==> config.mk <==
export PLATFORM = sky130hd
export DESIGN_NAME = branch_call_unit
export DESIGN_NICKNAME = d
export VERILOG_FILES = /design/src/bcu_pkg.sv /design/src/target_calc.sv /design/src/branch_call_unit.sv
export VERILOG_INCLUDE_DIRS = /design/src
export SDC_FILE = /design/constraint.sdc
export NUM_CORES = 1
export LEC_CHECK = 0
export ABC_AREA = 1
export CAP_MARGIN = 10
export CORE_MARGIN = 3
export CORE_UTILIZATION = 35
export CTS_CLUSTER_SIZE = 12
export DETAILED_ROUTE_END_ITERATION = 6
export DONT_BUFFER_PORTS = 1
export HOLD_SLACK_MARGIN = 0.1
export PLACE_DENSITY = 0.47
export SYNTH_ARGS = -nofsm -noshare
export SYNTH_HDL_FRONTEND = slang
export SYNTH_SLANG_ARGS = --single-unit
==> constraint.sdc <==
create_clock -name clk -period 3.7 [get_ports clk]
set_clock_uncertainty 0.2 [all_clocks]
set_input_delay 0.185 -clock clk [delete_from_list [all_inputs] [get_ports clk]]
set_output_delay 0.185 -clock clk [all_outputs]
set_load 0.02 [all_outputs]
==> src/bcu_cfg.svh <==
`ifndef BCU_CFG_SVH
`define BCU_CFG_SVH

// Opcode patterns.
`define BCU_OP_PREFIX 8'h48
`define BCU_OP_WIDE_JUMP 8'h28
`define BCU_OP_PAIR_CALL 8'h29
`define BCU_OP_CALL 8'h40
`define BCU_SHORT_TOP 2'h3
`define BCU_LONG_TOP 7'h27
`define BCU_FIXED_TOP 5'h0f
`define BCU_FIXED_PAGE 5'h01

// Field positions.
`define BCU_SHORT_SIGN 5
`define BCU_LONG_SIGN 0

// Instruction lengths in bytes.
`define BCU_LEN_ONE 16'h0001
`define BCU_LEN_TWO 16'h0002
`define BCU_LEN_CALL 16'h0003

// Execution lengths in states (one state is one clock).
`define BCU_ST_SHORT 5'h0a
`define BCU_ST_LONG 5'h0a
`define BCU_ST_WIDE 5'h08
`define BCU_ST_CALL 5'h10
`define BCU_ST_PAIR 5'h11
`define BCU_ST_FIXED 5'h0d

// Reset values.
`define BCU_RST_PC 16'h0000
`define BCU_RST_SP 16'h0000

`endif

==> src/bcu_pkg.sv <==
`default_nettype none
package bcu_pkg;

    typedef enum logic [2:0] {
        K_NONE = 3'b000,
        K_SHORT = 3'b001,
        K_LONG = 3'b010,
        K_WIDE = 3'b011,
        K_CALL = 3'b100,
        K_PAIR = 3'b101,
        K_FIXED = 3'b110
    } kind_t;

    typedef enum logic [2:0] {
        ST_IDLE = 3'b000,
        ST_CHECK = 3'b001,
        ST_PUSH_HI = 3'b010,
        ST_PUSH_LO = 3'b011,
        ST_WAIT = 3'b100
    } state_t;

endpackage

`default_nettype wire

==> src/target_calc.sv <==
`timescale 1ns/100ps
`default_nettype none
`include "bcu_cfg.svh"

module target_calc (
    input wire logic [7:0] op0,
    input wire logic [7:0] op1,
    input wire logic [7:0] op2,
    input wire logic [15:0] pc_in,
    input wire logic [15:0] wacc_in,
    input wire logic [7:0] b_in,
    input wire logic [7:0] c_in,
    output var bcu_pkg::kind_t kind,
    output logic [15:0] target,
    output logic [15:0] ret_addr,
    output logic [4:0] n_states
);
    import bcu_pkg::*;

    wire logic is_prefix;
    wire logic [15:0] len;
    wire logic [15:0] short_offset;
    wire logic [15:0] long_offset;
    wire logic long_sign;
    wire logic [10:0] fixed_area_target;

    assign is_prefix = (op0 == `BCU_OP_PREFIX);
    assign kind = (op0[7:6] == `BCU_SHORT_TOP) ? K_SHORT :
                  (op0[7:1] == `BCU_LONG_TOP) ? K_LONG :
                  (op0 == `BCU_OP_CALL) ? K_CALL :
                  (op0[7:3] == `BCU_FIXED_TOP) ? K_FIXED :
                  (is_prefix && op1 == `BCU_OP_WIDE_JUMP) ? K_WIDE :
                  (is_prefix && op1 == `BCU_OP_PAIR_CALL) ? K_PAIR : K_NONE;

    assign len = (kind == K_SHORT) ? `BCU_LEN_ONE :
                 (kind == K_CALL) ? `BCU_LEN_CALL : `BCU_LEN_TWO;
    // Return and relative base is the start of the next instruction.
    assign ret_addr = pc_in + len;

    assign short_offset = {{10{op0[`BCU_SHORT_SIGN]}}, op0[5:0]};
    assign long_sign = op0[`BCU_LONG_SIGN];
    assign long_offset = {{7{long_sign}}, long_sign, op1};
    assign fixed_area_target = {op0[2:0], op1};

    assign target = (kind == K_SHORT) ? ret_addr + short_offset :
                    (kind == K_LONG) ? ret_addr + long_offset :
                    (kind == K_WIDE) ? wacc_in :
                    (kind == K_CALL) ? {op2, op1} :
                    (kind == K_PAIR) ? {b_in, c_in} :
                    (kind == K_FIXED) ?
                        {`BCU_FIXED_PAGE, fixed_area_target} :
                    pc_in;

    assign n_states = (kind == K_SHORT) ? `BCU_ST_SHORT :
                      (kind == K_LONG) ? `BCU_ST_LONG :
                      (kind == K_WIDE) ? `BCU_ST_WIDE :
                      (kind == K_CALL) ? `BCU_ST_CALL :
                      (kind == K_PAIR) ? `BCU_ST_PAIR :
                      (kind == K_FIXED) ? `BCU_ST_FIXED : 5'h02;
endmodule

`default_nettype wire

==> src/branch_call_unit.sv <==
// How it works
// - Short jump: next address plus signed 6-bit.
// - Long jump: next address plus signed 9-bit.
// - Long offset sign fills all upper bits.
// - Wide accumulator jump loads whole word, 8 states.
// - Calls push high at SP-1, low SP-2.
// - Direct call: bytes two, three; 16 states.
// - Pair call: B high, C low; 17 states.
// - Fixed call: page 00001 plus field; 13 states.
// - Completion clears omit and load-chain flags.
`timescale 1ns/100ps
`default_nettype none
`include "bcu_cfg.svh"

module branch_call_unit (
    input wire logic clk,
    input wire logic rst,
    input wire logic start,
    input wire logic [7:0] op0,
    input wire logic [7:0] op1,
    input wire logic [7:0] op2,
    input wire logic [15:0] pc_in,
    input wire logic [15:0] sp_in,
    input wire logic [15:0] wacc_in,
    input wire logic [7:0] b_in,
    input wire logic [7:0] c_in,
    output logic busy_ff,
    output logic done_ff,
    output logic illegal_ff,
    output logic [15:0] pc_out_ff,
    output logic [15:0] sp_out_ff,
    output logic stack_we_ff,
    output logic [15:0] stack_addr_ff,
    output logic [7:0] stack_data_ff,
    output logic flag_wr_ff,
    output logic pending_omit_flag_ff,
    output logic load_chain_flag_one_ff,
    output logic load_chain_flag_zero_ff
);
    import bcu_pkg::*;

    state_t state_ff;
    state_t nxt_state;
    logic [4:0] cnt_ff;
    logic [4:0] nxt_cnt;
    logic [7:0] op0_ff;
    logic [7:0] op1_ff;
    logic [7:0] op2_ff;
    logic [15:0] pc_ff;
    logic [15:0] sp_ff;
    logic [15:0] wacc_ff;
    logic [7:0] b_ff;
    logic [7:0] c_ff;

    kind_t kind;
    wire logic [15:0] target;
    wire logic [15:0] ret_addr;
    wire logic [4:0] n_states;
    wire logic accept, fin, bad;
    wire logic is_call;
    wire logic push_hi, push_lo;
    wire logic nxt_busy;
    wire logic [15:0] nxt_addr;
    wire logic [7:0] nxt_data;
    wire logic [15:0] nxt_sp;

    // Decoding works on the operands captured at start, so the caller may
    // change its inputs while the instruction runs.
    target_calc u_calc (
        .op0(op0_ff),
        .op1(op1_ff),
        .op2(op2_ff),
        .pc_in(pc_ff),
        .wacc_in(wacc_ff),
        .b_in(b_ff),
        .c_in(c_ff),
        .kind(kind),
        .target(target),
        .ret_addr(ret_addr),
        .n_states(n_states)
    );

    assign accept = start && !busy_ff;
    assign fin = (state_ff == ST_WAIT) && (cnt_ff == 5'h00);
    assign bad = (state_ff == ST_CHECK) && (kind == K_NONE);
    assign is_call = (kind == K_CALL) || (kind == K_PAIR) ||
                     (kind == K_FIXED);
    assign push_hi = (state_ff == ST_PUSH_HI);
    assign push_lo = (state_ff == ST_PUSH_LO);
    assign nxt_busy = accept || (busy_ff && !fin && !bad);
    assign nxt_addr = push_hi ? sp_ff - 16'h0001 : sp_ff - 16'h0002;
    assign nxt_data = push_hi ? ret_addr[15:8] : ret_addr[7:0];
    assign nxt_sp = is_call ? sp_ff - 16'h0002 : sp_ff;

    always_comb begin
        nxt_state = state_ff;
        nxt_cnt = cnt_ff;
        if (state_ff != ST_IDLE && cnt_ff != 5'h00) begin
            nxt_cnt = cnt_ff - 5'h01;
        end
        case (state_ff)
            ST_IDLE: begin
                if (accept) begin
                    nxt_state = ST_CHECK;
                end
            end
            ST_CHECK: begin
                // The capture cycle and this one are the first two states.
                nxt_cnt = n_states - 5'h02;
                if (kind == K_NONE) begin
                    nxt_state = ST_IDLE;
                end else if (is_call) begin
                    nxt_state = ST_PUSH_HI;
                end else begin
                    nxt_state = ST_WAIT;
                end
            end
            ST_PUSH_HI: begin
                nxt_state = ST_PUSH_LO;
            end
            ST_PUSH_LO: begin
                nxt_state = ST_WAIT;
            end
            ST_WAIT: begin
                if (fin) begin
                    nxt_state = ST_IDLE;
                end
            end
            default: begin
                nxt_state = ST_IDLE;
            end
        endcase
    end

    always_ff @(posedge clk) begin
        if (rst) begin
            state_ff <= ST_IDLE;
            cnt_ff <= 5'h00;
            busy_ff <= 1'b0;
            done_ff <= 1'b0;
            illegal_ff <= 1'b0;
            stack_we_ff <= 1'b0;
            stack_addr_ff <= 16'h0000;
            stack_data_ff <= 8'h00;
            flag_wr_ff <= 1'b0;
            pc_out_ff <= `BCU_RST_PC;
            sp_out_ff <= `BCU_RST_SP;
        end else begin
            state_ff <= nxt_state;
            cnt_ff <= nxt_cnt;
            busy_ff <= nxt_busy;
            done_ff <= fin;
            illegal_ff <= bad;
            stack_we_ff <= push_hi || push_lo;
            stack_addr_ff <= nxt_addr;
            stack_data_ff <= nxt_data;
            flag_wr_ff <= fin;
            if (fin) begin
                pc_out_ff <= target;
                sp_out_ff <= nxt_sp;
            end
        end
    end

    always_ff @(posedge clk) begin
        if (rst) begin
            pending_omit_flag_ff <= 1'b0;
            load_chain_flag_one_ff <= 1'b0;
            load_chain_flag_zero_ff <= 1'b0;
        end else if (fin) begin
            pending_omit_flag_ff <= 1'b0;
            load_chain_flag_one_ff <= 1'b0;
            load_chain_flag_zero_ff <= 1'b0;
        end
    end

    always_ff @(posedge clk) begin
        if (rst) begin
            op0_ff <= 8'h00;
            op1_ff <= 8'h00;
            op2_ff <= 8'h00;
            pc_ff <= 16'h0000;
            sp_ff <= 16'h0000;
            wacc_ff <= 16'h0000;
            b_ff <= 8'h00;
            c_ff <= 8'h00;
        end else if (accept) begin
            op0_ff <= op0;
            op1_ff <= op1;
            op2_ff <= op2;
            pc_ff <= pc_in;
            sp_ff <= sp_in;
            wacc_ff <= wacc_in;
            b_ff <= b_in;
            c_ff <= c_in;
        end
    end

    // Cycles since start, read only by the checks below.
    logic [4:0] run_cnt_ff;
    always_ff @(posedge clk) begin
        if (rst) begin
            run_cnt_ff <= 5'h00;
        end else if (accept) begin
            run_cnt_ff <= 5'h00;
        end else if (busy_ff) begin
            run_cnt_ff <= run_cnt_ff + 5'h01;
        end
    end

    property p_short_target;
        @(posedge clk) disable iff (rst)
        (done_ff && kind == K_SHORT) |-> pc_out_ff ==
            pc_ff + 16'h0001 + {{10{op0_ff[5]}}, op0_ff[5:0]};
    endproperty
    a_short_target: assert property (p_short_target)
        else $error("short jump target wrong");
    property p_long_target;
        @(posedge clk) disable iff (rst)
        (done_ff && kind == K_LONG) |-> pc_out_ff ==
            pc_ff + 16'h0002 + {{8{op0_ff[0]}}, op1_ff};
    endproperty
    a_long_target: assert property (p_long_target)
        else $error("long jump target wrong");
    property p_long_negative;
        @(posedge clk) disable iff (rst)
        (done_ff && kind == K_LONG && op0_ff[0]) |->
            (pc_ff + 16'h0002 - pc_out_ff) <= 16'h0100 &&
            (pc_ff + 16'h0002 - pc_out_ff) != 16'h0000;
    endproperty
    a_long_negative: assert property (p_long_negative)
        else $error("negative long offset not sign filled");
    property p_wide_jump;
        @(posedge clk) disable iff (rst)
        (done_ff && kind == K_WIDE) |->
            pc_out_ff == wacc_ff && run_cnt_ff == 5'h08;
    endproperty
    a_wide_jump: assert property (p_wide_jump)
        else $error("accumulator jump wrong target or length");
    property p_push_pair;
        @(posedge clk) disable iff (rst)
        $rose(stack_we_ff) |->
            stack_addr_ff == sp_ff - 16'h0001 &&
            stack_data_ff == ret_addr[15:8] ##1
            stack_we_ff && stack_addr_ff == sp_ff - 16'h0002 &&
            stack_data_ff == ret_addr[7:0] ##1 !stack_we_ff;
    endproperty
    a_push_pair: assert property (p_push_pair)
        else $error("return address push out of order");
    property p_call_sp;
        @(posedge clk) disable iff (rst)
        (done_ff && is_call) |-> sp_out_ff == sp_ff - 16'h0002;
    endproperty
    a_call_sp: assert property (p_call_sp)
        else $error("stack pointer not lowered by two");
    property p_call_direct;
        @(posedge clk) disable iff (rst)
        (done_ff && kind == K_CALL) |->
            pc_out_ff == {op2_ff, op1_ff} && run_cnt_ff == 5'h10 &&
            ret_addr == pc_ff + 16'h0003;
    endproperty
    a_call_direct: assert property (p_call_direct)
        else $error("direct call wrong");
    property p_call_pair;
        @(posedge clk) disable iff (rst)
        (done_ff && kind == K_PAIR) |->
            pc_out_ff == {b_ff, c_ff} && run_cnt_ff == 5'h11 &&
            ret_addr == pc_ff + 16'h0002;
    endproperty
    a_call_pair: assert property (p_call_pair)
        else $error("pair call wrong");
    property p_call_fixed;
        @(posedge clk) disable iff (rst)
        (done_ff && op0_ff[7:3] == 5'h0f) |->
            pc_out_ff == {5'h01, op0_ff[2:0], op1_ff} &&
            run_cnt_ff == 5'h0d;
    endproperty
    a_call_fixed: assert property (p_call_fixed)
        else $error("fixed area call wrong");
    property p_flags;
        @(posedge clk) disable iff (rst)
        $rose(busy_ff) ##1 !illegal_ff |-> ##[7:16] (done_ff &&
            flag_wr_ff && !pending_omit_flag_ff &&
            !load_chain_flag_one_ff && !load_chain_flag_zero_ff);
    endproperty
    a_flags: assert property (p_flags)
        else $error("flags not cleared on completion");

    c_short: cover property (@(posedge clk) done_ff && kind == K_SHORT);
    c_pair: cover property (@(posedge clk) done_ff && kind == K_PAIR);
    c_fixed: cover property (@(posedge clk) done_ff && kind == K_FIXED);
    c_bad: cover property (@(posedge clk) illegal_ff);
endmodule

`default_nettype wire

==> flow_metrics.py, run 1 <==
metrics = {
    "placed_design": {
        "dpl.cell_count": 1760,
        "numPortBuffers": 0,
        "postPlaceCellArea_sq_um": 10200,
        "place_hpwl_microns": 26100,
        "gp_congestion": 0.877,
        "pre_cts_ws_ps": -256,
    },
    "global_route": {
        "grt_pass1_wl_microns": 53400,
        "overflow": 0,
        "antenna_found_initial": 1,
        "grt_max_degree": 71,
        "track_usage_pct": 24.2,
        "grt_pass1_vias": 9235,
    },
    "status": {
        "violations": "negative setup slack",
        "status": "finished, violations left",
    },
    "detailed_routing": {
        "num_vias": 9691,
        "drc_errors": 0,
        "met3_wirelength_microns": 1770,
        "wl_microns": 34600,
        "via_per_inst": 5.10,
        "wl_met2_microns": 15700,
        "dr.first_iter.drc_count": 703,
        "wl_met1_microns": 16500,
        "top_layer_used": "met4",
        "ant_nets": 0,
        "wire_per_inst_microns": 18.2,
        "first_pass_iters": 5,
    },
    "power": {
        "power_density_nw_per_um2": 406,
        "ir_drop_uv": 234,
        "total_power_mw": 4.94,
        "p_leak_nw": 5.44,
    },
    "worst_setup_path": {
        "r2r-end": "pc_out_ff[13]$_SDFFE_PP0P_",
        "crit_arrival_ps": 3940,
        "critPathLaunchType": "register",
        "reg2reg_from": "op0_ff[6]$_SDFFE_PP0P_",
        "endpoint": "pc_out_ff[13]$_SDFFE_PP0P_",
        "worstSetupPathType": "register to register",
        "end_kind": "register",
        "critPathRequiredTime_ps": 3870,
        "critPathMaxFanout": 5,
        "r2r_setup_slack_ps": -70,
        "r2r_cells": 27,
        "worstSetupStartpoint": "op0_ff[6]$_SDFFE_PP0P_",
    },
    "cts": {
        "cts.sinks": 156,
        "clkLatencyLatePin_ps": 440,
        "numCtsBuffers": 17,
        "ctsRootBufferMaster": "clkbuf_16",
        "tritoncts": "done",
        "clockBufferDepth": 2,
        "clkTransAtPathRegs_ps": 70,
        "cts.htree.levels": 4,
    },
    "layout": {
        "drive_above_1_share_pct": 17.7,
        "fill_cells": 2663,
        "area_growth_pct": 32.2,
        "final_nets": 1692,
        "finish.instance_area_sq_um": 12200,
        "final_cells": 1900,
    },
    "synthesis": {
        "avgSynthCellArea_sq_um": 6.62,
        "yosys-top-cells-area": "dfxtp_1 34%, nand2_1 11%, o21ai_0 9.1%, a21oi_1 7.9%, nor2_1 7.5%",
        "ys_seq_area_share_pct": 33.9,
        "ys_top_cells_by_count": "275 x nand2_1, 185 x nor2_1, 167 x o21ai_0, 156 x dfxtp_1, 145 x a21oi_1",
        "synth_cell_type_count": 46,
        "ys_async_sr_fraction_pct": 0,
        "synth_top_area_share_pct": 33.9,
        "ys_ff_latch": 156,
        "synth_edf_count": 0,
        "yosysMostFrequentCell": "nand2_1",
        "synthFlopType": "dfxtp_1",
        "netlist_instances": 1392,
        "synth_area_sq_um": 9210,
        "yosysWarnings": 0,
        "synth_top_area_cell": "dfxtp_1",
    },
    "sta": {
        "finalCritPeriodShare_pct": 102,
        "slew_headroom_pct": 24.5,
        "finalSetupViolations": 2,
        "fmax_mhz": 265,
        "whs_ps": 247,
        "grt_setup_unrepaired": "yes",
        "finalHoldViolations": 0,
        "slew_viol_final": 0,
        "setup_ws_ps": -70.6,
        "post-route-min-period_ps": 3770,
        "worst_pin_slew_ps": 1130,
    },
    "floorplan": {
        "io_pins": 155,
        "rows": 58,
        "initial_core_util_pct": 36.1,
        "die_width_microns": 168,
        "core_area_sq_um": 25500,
        "die_y_microns": 168,
        "dieArea_sq_um": 28300,
    },
    "hold_path": {
        "hold_path_class": "input port to register",
    },
    "run": {
        "max_cap_viol_count": 0,
    },
}
==> power breakdown <==
group | switching (mW) | internal [mW] | leakage (nW)
clock network | 0.816 | 0.956 | 0.280
logic | 0.710 | 0.519 | 3.88
registers | 0.141 | 1.80 | 1.29
==> cells by family (layout without fill, tap and decap cells) <==
family / after synthesis / in the layout / share of synthesized area, %
AO/OA/AOI/OAI: 354 / 354 / 20.2
adder cells (fa/ha/maj): 45 / 45 / 6.36
buffers and inverters: 200 / 375 / 8.59
other: 1 / 4 / 0.0407
flip-flops: 156 / 156 / 33.9
XOR/XNOR: 32 / 32 / 3.04
AND/OR/NAND/NOR: 604 / 604 / 27.8
==> critical path: stages, from the launching register on <==
cell	delay, ps
dfxtp_2	330
inv_2	50
nor2_4	110
nand3_4	80
nor2_4	100
inv_2	60
nand2_4	70
ha_4	130
inv_2	30
fa_2	360
nor3_4	130
nand2_2	100
nor3b_4	230
nand2_1	110
nor2_2	120
xor2_1	210
inv_2	100
ha_4	320
nand2_4	70
nor2_1	100
inv_1	60
nor3_1	130
nand2_1	100
nand3_1	80
nand3_1	70
nand2_1	90
nand2_1	50
a21oi_1	110
==> per-stage QoR <==
step           TNS (ps)  utilization [%]
3_3_place_gp       -904             39.9
4_1_cts            -341             46.6
6_report           -116             47.7
3_5_place_dp      -1350             39.9
2_1_floorplan      -285                -
5_1_grt           -1450             47.7
==> flip-flops by register name (all words and copies together) (netlist names) <==
register / flops
pc_ff: 16
pc_out_ff: 16
sp_ff: 16
sp_out_ff: 16
stack_addr_ff: 16
wacc_ff: 16
b_ff: 8
c_ff: 8
op0_ff: 8
op1_ff: 8
op2_ff: 8
stack_data_ff: 8
cnt_ff: 5
state_ff: 3
busy_ff: 1
flag_wr_ff: 1
illegal_ff: 1
stack_we_ff: 1
==> routing by layer <==
layer,GRT usage (%),up-vias
li1,-,4902
met1,33.9,4490
met2,38.9,265
met3,4.25,34
met4,6.01,0
met5,0,-
==> layout make-up <==
cell class | instances | area (sq um) | area share (%)
clock buffers | 18 | 429 | 3.53
multi-input cells | 1038 | 5720 | 47.0
inverters | 136 | 513 | 4.21
well taps | 330 | 413 | 3.39
flip-flops and latches | 156 | 3130 | 25.7
diodes | 1 | 2.50 | 0.0206
repair buffers | 207 | 1810 | 14.9
clock inverters | 14 | 149 | 1.22
==> what timing repair did <==
action,in CTS,in global routing
buffers inserted,7,8
hold buffers,92,0
hold endpoints to repair,121,0
pin swaps,21,11
gates resized for setup,32,52
endpoints found under the setup margin,10,13
==> how the worst min path moves through the flow <==
stage,from,endpoint,slack [ps],cells past startpoint
3_5_place_dp,rst,stack_addr_ff[3]$_SDFF_PP0_,60,1
5_1_grt,op2[5],op2_ff[5]$_SDFFE_PP0P_,260,3
3_3_place_gp,rst,busy_ff$_SDFF_PP0_,60,1
2_1_floorplan,b_in[1],b_ff[1]$_SDFFE_PP0P_,150,2
6_report,c_in[0],c_ff[0]$_SDFFE_PP0P_,250,3
4_1_cts,wacc_in[9],wacc_ff[9]$_SDFFE_PP0P_,230,3
==> placed cells by master, fill, tap and decap left out, types with 9 or more instances in the layout <==
master	Yosys	layout
inv_2	7	17
nand2_2	3	18
or2_2	11	11
a21oi_2	0	12
nor3_1	11	9
nor2_1	185	168
dfxtp_1	156	151
a21oi_1	145	133
o211ai_1	9	9
buf_4	5	112
o21ai_0	167	165
inv_1	129	118
nand4_1	13	13
dlygate4sd3_1	0	91
clkbuf_16	0	17
ha_4	0	11
nand3_1	84	78
nor2_2	7	19
xor2_1	23	19
nand2_1	275	257
nor2_4	4	9
ha_1	42	31
No activity file was read; power rests on OpenSTA's default activity.
==> run 2, diff against run 1 <==
- SETUP_SLACK_MARGIN: not set -> 0.15
==> run 2 against run 1 <==
The flow still finishes with violations (negative setup slack). Critical path depth grew 2. Utilization grew 0.29 points. Via count shrank 1.0%. Hold slack lost 110 ps. Largest power group unchanged.
==> flow_metrics.py, run 2 (synthesized netlist as in run 1, its figures left out) <==
metrics = {
    "status": {
        "status": "finished, violations left",
        "violations": "negative setup slack",
    },
    "worst_setup_path": {
        "reg2reg_from": "op0_ff[6]$_SDFFE_PP0P_",
        "worstSetupPathType": "register to register",
        "critPathMaxFanout": 5,
        "critPathLaunchType": "register",
        "critPathSlowestCell": "fa_2",
        "cpPeakStageDelay_ps": 360,
        "worstSetupStartpoint": "op0_ff[6]$_SDFFE_PP0P_",
        "crit_arrival_ps": 4010,
        "end_kind": "register",
        "critPathRequiredTime_ps": 3820,
        "path_common_cell": "nand2_1",
    },
    "floorplan": {
        "io_pins": 155,
        "dieArea_sq_um": 28300,
        "rows": 58,
        "core_area_sq_um": 25500,
        "initial_core_util_pct": 36.1,
        "die_width_microns": 168,
        "die_y_microns": 168,
    },
    "detailed_routing": {
        "top_layer_used": "met4",
        "dr.first_iter.drc_count": 614,
        "met3_wirelength_microns": 1870,
        "num_vias": 9594,
        "wire_per_inst_microns": 17.8,
        "via_per_inst": 5.06,
        "ant_nets": 0,
        "wl_met1_microns": 16100,
        "wl_microns": 33700,
        "first_pass_iters": 5,
        "wl_met2_microns": 15100,
        "drc_errors": 0,
    },
    "layout": {
        "n_antenna_cell": 0,
        "layout_common_cells": "249 x nand2_1, 169 x nor2_1, 161 x o21ai_0, 152 x dfxtp_1, 126 x a21oi_1",
        "final_nets": 1689,
        "area_growth_pct": 33.0,
        "finish.instance_area_sq_um": 12200,
        "final_common_cell": "nand2_1",
        "drive_above_1_share_pct": 18.8,
    },
    "global_route": {
        "grt_pass1_wl_microns": 52100,
        "antenna_found_initial": 0,
        "grt_pass1_vias": 9189,
        "grt_max_degree": 79,
        "track_usage_pct": 23.4,
        "overflow": 0,
    },
    "cts": {
        "clkLatencyLatePin_ps": 440,
        "clockBufferDepth": 2,
        "numCtsBuffers": 17,
        "cts.sinks": 156,
        "cts.htree.levels": 4,
        "tritoncts": "done",
        "ctsRootBufferMaster": "clkbuf_16",
        "clkTransAtPathRegs_ps": 80,
    },
    "sta": {
        "finalHoldViolations": 0,
        "finalSetupViolations": 9,
        "finalCritPeriodShare_pct": 105,
        "setup_ws_ps": -186,
        "fmax_mhz": 257,
        "fin_tns_setup_ps": -967,
        "slew_viol_final": 0,
        "worst_pin_slew_ps": 774,
        "grt_setup_unrepaired": "yes",
        "post-route-min-period_ps": 3890,
        "whs_ps": 135,
        "slew_headroom_pct": 48.3,
    },
    "run": {
        "max_cap_viol_count": 0,
    },
    "power": {
        "total_power_mw": 4.87,
        "p_leak_nw": 5.44,
        "power_density_nw_per_um2": 398,
        "ir_drop_uv": 229,
    },
    "hold_path": {
        "hold_path_class": "input port to register",
        "worstHoldStart": "start",
    },
    "placed_design": {
        "place_hpwl_microns": 25600,
        "numPortBuffers": 0,
        "gp_congestion": 0.930,
        "postPlaceCellArea_sq_um": 10300,
        "pre_cts_ws_ps": -249,
    },
}
run 2: cell types whose count changed in the layout (fill, tap and decap cells not counted), sizes merged:
| cell | change |
|---|---|
| inv | -3 |
| buf | -2 |
| clkinv | +1 |
| diode | -1 |
| clkinvlp | +2 |
| bufinv | -1 |
| dlygate4sd3 | -1 |
run 2: critical path: cells and delay by family, from the launching register on:
family | cells | cell delay (ps)
and+or+nand+nor | 14 | 1440
AOI/OAI and AO/OA | 3 | 340
buffers and inverters | 9 | 710
adders and majority gates | 3 | 720
DFF | 1 | 330
run 2: path summary, 6_finish.rpt:
check / endpoint / slack [ps] / depth (start not counted)
worst max-delay path: pc_out_ff[15]$_SDFFE_PP0P_ / -190 / 29
worst min-delay path: wacc_ff[13]$_SDFFE_PP0P_ / 130 / 2
worst max register to register: pc_out_ff[15]$_SDFFE_PP0P_ / -190 / 29
worst min register to register: b_ff[0]$_SDFFE_PP0P_ / 240 / 2
run 2: power breakdown:
group          internal [mW]  switching, mW
registers               1.80          0.138
logic                  0.535          0.727
clock network          0.890          0.778
run 2: layout make-up:
cell class,instances,area [sq um]
Multi-Input combinational cell,1038,5810
Timing Repair Buffer,204,1830
Tap cell,330,413
Fill cell,2640,13300
Sequential cell,156,3130
Inverter,136,515
Clock inverter,13,110
Clock buffer,18,439
run 2: metal layers:
metal	track usage, %	vias to the layer above
met2	37.4	264
li1	-	4902
met1	33.0	4390
met3	3.66	38
met4	6.30	0
met5	0	-
run 2: repair_timing:
action / 4_1_cts / 5_1_grt
buffers inserted: 4 / 8
endpoints found under the setup margin: 12 / 13
gates resized for setup: 52 / 61
endpoints found under the hold margin: 137 / 0
pin swaps: 34 / 21
hold buffers: 91 / 0
run 2: stage by stage:
step | instances | utilization [%]
3_5_place_dp | 1761 | 40.2
4_1_cts | 1887 | 46.7
5_1_grt | 1895 | 47.9
2_1_floorplan | 1394 | -
6_report | 1895 | 47.9
3_3_place_gp | 1761 | 40.2
==> run 3, diff against run 2 <==
- CORE_ASPECT_RATIO: not set -> 0.8
==> run 3 against run 2 <==
The flow still finishes with violations (negative setup slack). Sequential power about the same. Clock-buffer cell count up 1. Routed wire length up 5.6%. Critical endpoint is now pc_out_ff[13]$_SDFFE_PP0P_.
==> flow_metrics.py, run 3 (synthesized netlist as in run 1, its figures left out) <==
metrics = {
    "global_route": {
        "overflow": 0,
        "track_usage_pct": 24.9,
        "grt_max_degree": 81,
        "grt_pass1_vias": 9070,
        "grt_pass1_wl_microns": 53700,
        "antenna_found_initial": 0,
    },
    "layout": {
        "layout_common_cells": "243 x nand2_1, 164 x nor2_1, 160 x o21ai_0, 151 x dfxtp_1, 125 x a21oi_1",
        "final_common_cell": "nand2_1",
        "final_cells": 1922,
        "fill_cells": 2596,
        "finish.instance_area_sq_um": 12500,
        "area_growth_pct": 35.6,
        "ff_latch_area_sq_um": 3130,
        "final_nets": 1694,
        "multiInputGateArea_sq_um": 5940,
        "n_antenna_cell": 0,
        "drive_above_1_share_pct": 20.2,
    },
    "cts": {
        "cts.htree.levels": 4,
        "tritoncts": "done",
        "clkTransAtPathRegs_ps": 70,
        "cts.sinks": 156,
        "ctsRootBufferMaster": "clkbuf_16",
        "numCtsBuffers": 17,
        "clockBufferDepth": 2,
        "clkLatencyLatePin_ps": 450,
    },
    "power": {
        "total_power_mw": 5.11,
        "ir_drop_uv": 365,
        "power_density_nw_per_um2": 409,
        "p_leak_nw": 5.49,
    },
    "detailed_routing": {
        "wl_microns": 35600,
        "ant_nets": 0,
        "num_vias": 9651,
        "via_per_inst": 5.02,
        "first_pass_iters": 5,
        "drc_errors": 0,
        "dr.first_iter.drc_count": 755,
        "wire_per_inst_microns": 18.5,
    },
    "worst_setup_path": {
        "cp_top_family": "simple AND/OR/NAND/NOR gates",
        "critPathRequiredTime_ps": 3860,
        "cp_num_buf_inv": 5,
        "crit_arrival_ps": 3970,
        "path_common_cell": "nand2_1",
        "worstSetupPathType": "register to register",
        "critPathLaunchType": "register",
        "critPathMaxFanout": 4,
        "end_kind": "register",
        "critPathSlowestCell": "fa_2",
        "cpPeakStageDelay_ps": 350,
    },
    "placed_design": {
        "numPortBuffers": 0,
        "dpl.cell_count": 1782,
        "postPlaceCellArea_sq_um": 10300,
        "place_hpwl_microns": 26400,
        "gp_congestion": 0.913,
    },
    "run": {
        "max_cap_viol_count": 0,
    },
    "sta": {
        "whs_ps": 131,
        "grt_setup_unrepaired": "yes",
        "setup_ws_ps": -109,
        "post-route-min-period_ps": 3810,
        "worst_pin_slew_ps": 849,
        "slew_headroom_pct": 43.4,
        "finalSetupViolations": 5,
        "slew_viol_final": 0,
        "fmax_mhz": 263,
        "finalHoldViolations": 0,
        "finalCritPeriodShare_pct": 103,
    },
    "floorplan": {
        "initial_core_util_pct": 36.0,
        "core_area_sq_um": 25600,
        "die_width_microns": 187,
        "io_pins": 155,
        "dieArea_sq_um": 28300,
        "rows": 52,
        "die_y_microns": 151,
    },
    "hold_path": {
        "hold_path_class": "input port to register",
    },
    "status": {
        "status": "finished, violations left",
        "violations": "negative setup slack",
    },
}
run 3: cell types whose count changed in the layout (fill, tap and decap cells not counted), moves of 4 or more:
cell	previous run	this run
buf_4	105	112
nand2_1	249	243
nand2_2	23	29
nand3_2	14	8
ha_1	29	24
ha_4	12	17
nor2_1	169	164
nor2_2	18	23
nand3_1	72	76
run 3: where the power goes:
part	internal (mW)	total [mW]	switching (mW)
clock network	1.05	1.86	0.812
logic	0.552	1.30	0.748
registers	1.80	1.95	0.150
run 3: area by class of cell:
| type | instances | share of cell area, % |
|---|---|---|
| clock inverters | 13 | 1.22 |
| repair buffers | 209 | 14.8 |
| clock buffers | 19 | 3.63 |
| flip-flops and latches | 156 | 25.1 |
| inverters | 136 | 4.17 |
| well taps | 351 | 3.52 |
| multi-input cells | 1038 | 47.6 |
run 3: repair_timing:
| item | CTS | global route |
|---|---|---|
| buffers inserted | 8 | 8 |
| endpoints found under the hold margin | 121 | 0 |
| pin swaps | 39 | 45 |
| hold buffers | 92 | 0 |
| endpoints found under the setup margin | 12 | 12 |
| resized for setup | 70 | 68 |
run 3: metrics by stage:
| stage | setup TNS [ps] | setup slack [ps] | utilization [%] |
|---|---|---|---|
| 3_3_place_gp | -584 | -116 | 40.2 |
| 2_1_floorplan | -285 | -138 | - |
| 6_report | -406 | -109 | 48.8 |
| 4_1_cts | -201 | -82.9 | 47.6 |
| 5_1_grt | -2180 | -430 | 48.8 |
| 3_5_place_dp | -749 | -123 | 40.2 |
run 3: per-layer routing:
metal	vias to the layer above	track usage, %	share of wire, %
li1	4906	-	-
met1	4431	36.2	49
met2	283	36.7	42
met3	31	6.66	7.3
met4	0	5.59	1.5
met5	-	0	0
run 3: worst paths after layout:
path / from / endpoint / slack (ps) / depth (start not counted)
setup / recovery: op0_ff[6]$_SDFFE_PP0P_ / pc_out_ff[13]$_SDFFE_PP0P_ / -110 / 28
hold / removal: rst / stack_addr_ff[0]$_SDFF_PP0_ / 130 / 3
setup reg to reg: op0_ff[6]$_SDFFE_PP0P_ / pc_out_ff[13]$_SDFFE_PP0P_ / -110 / 28
hold reg to reg: c_ff[5]$_SDFFE_PP0P_ / c_ff[5]$_SDFFE_PP0P_ / 250 / 2
run 3: worst reg2reg max path, delay by kind of cell, from the launching register on:
family	cells	cell delay [ps]
and+or+nand+nor	18	1760
adders and majority gates	3	760
DFF	1	340
buffers and inverters	5	310
xor gates and xnor gates	1	220
AOI/OAI and AO/OA	1	150
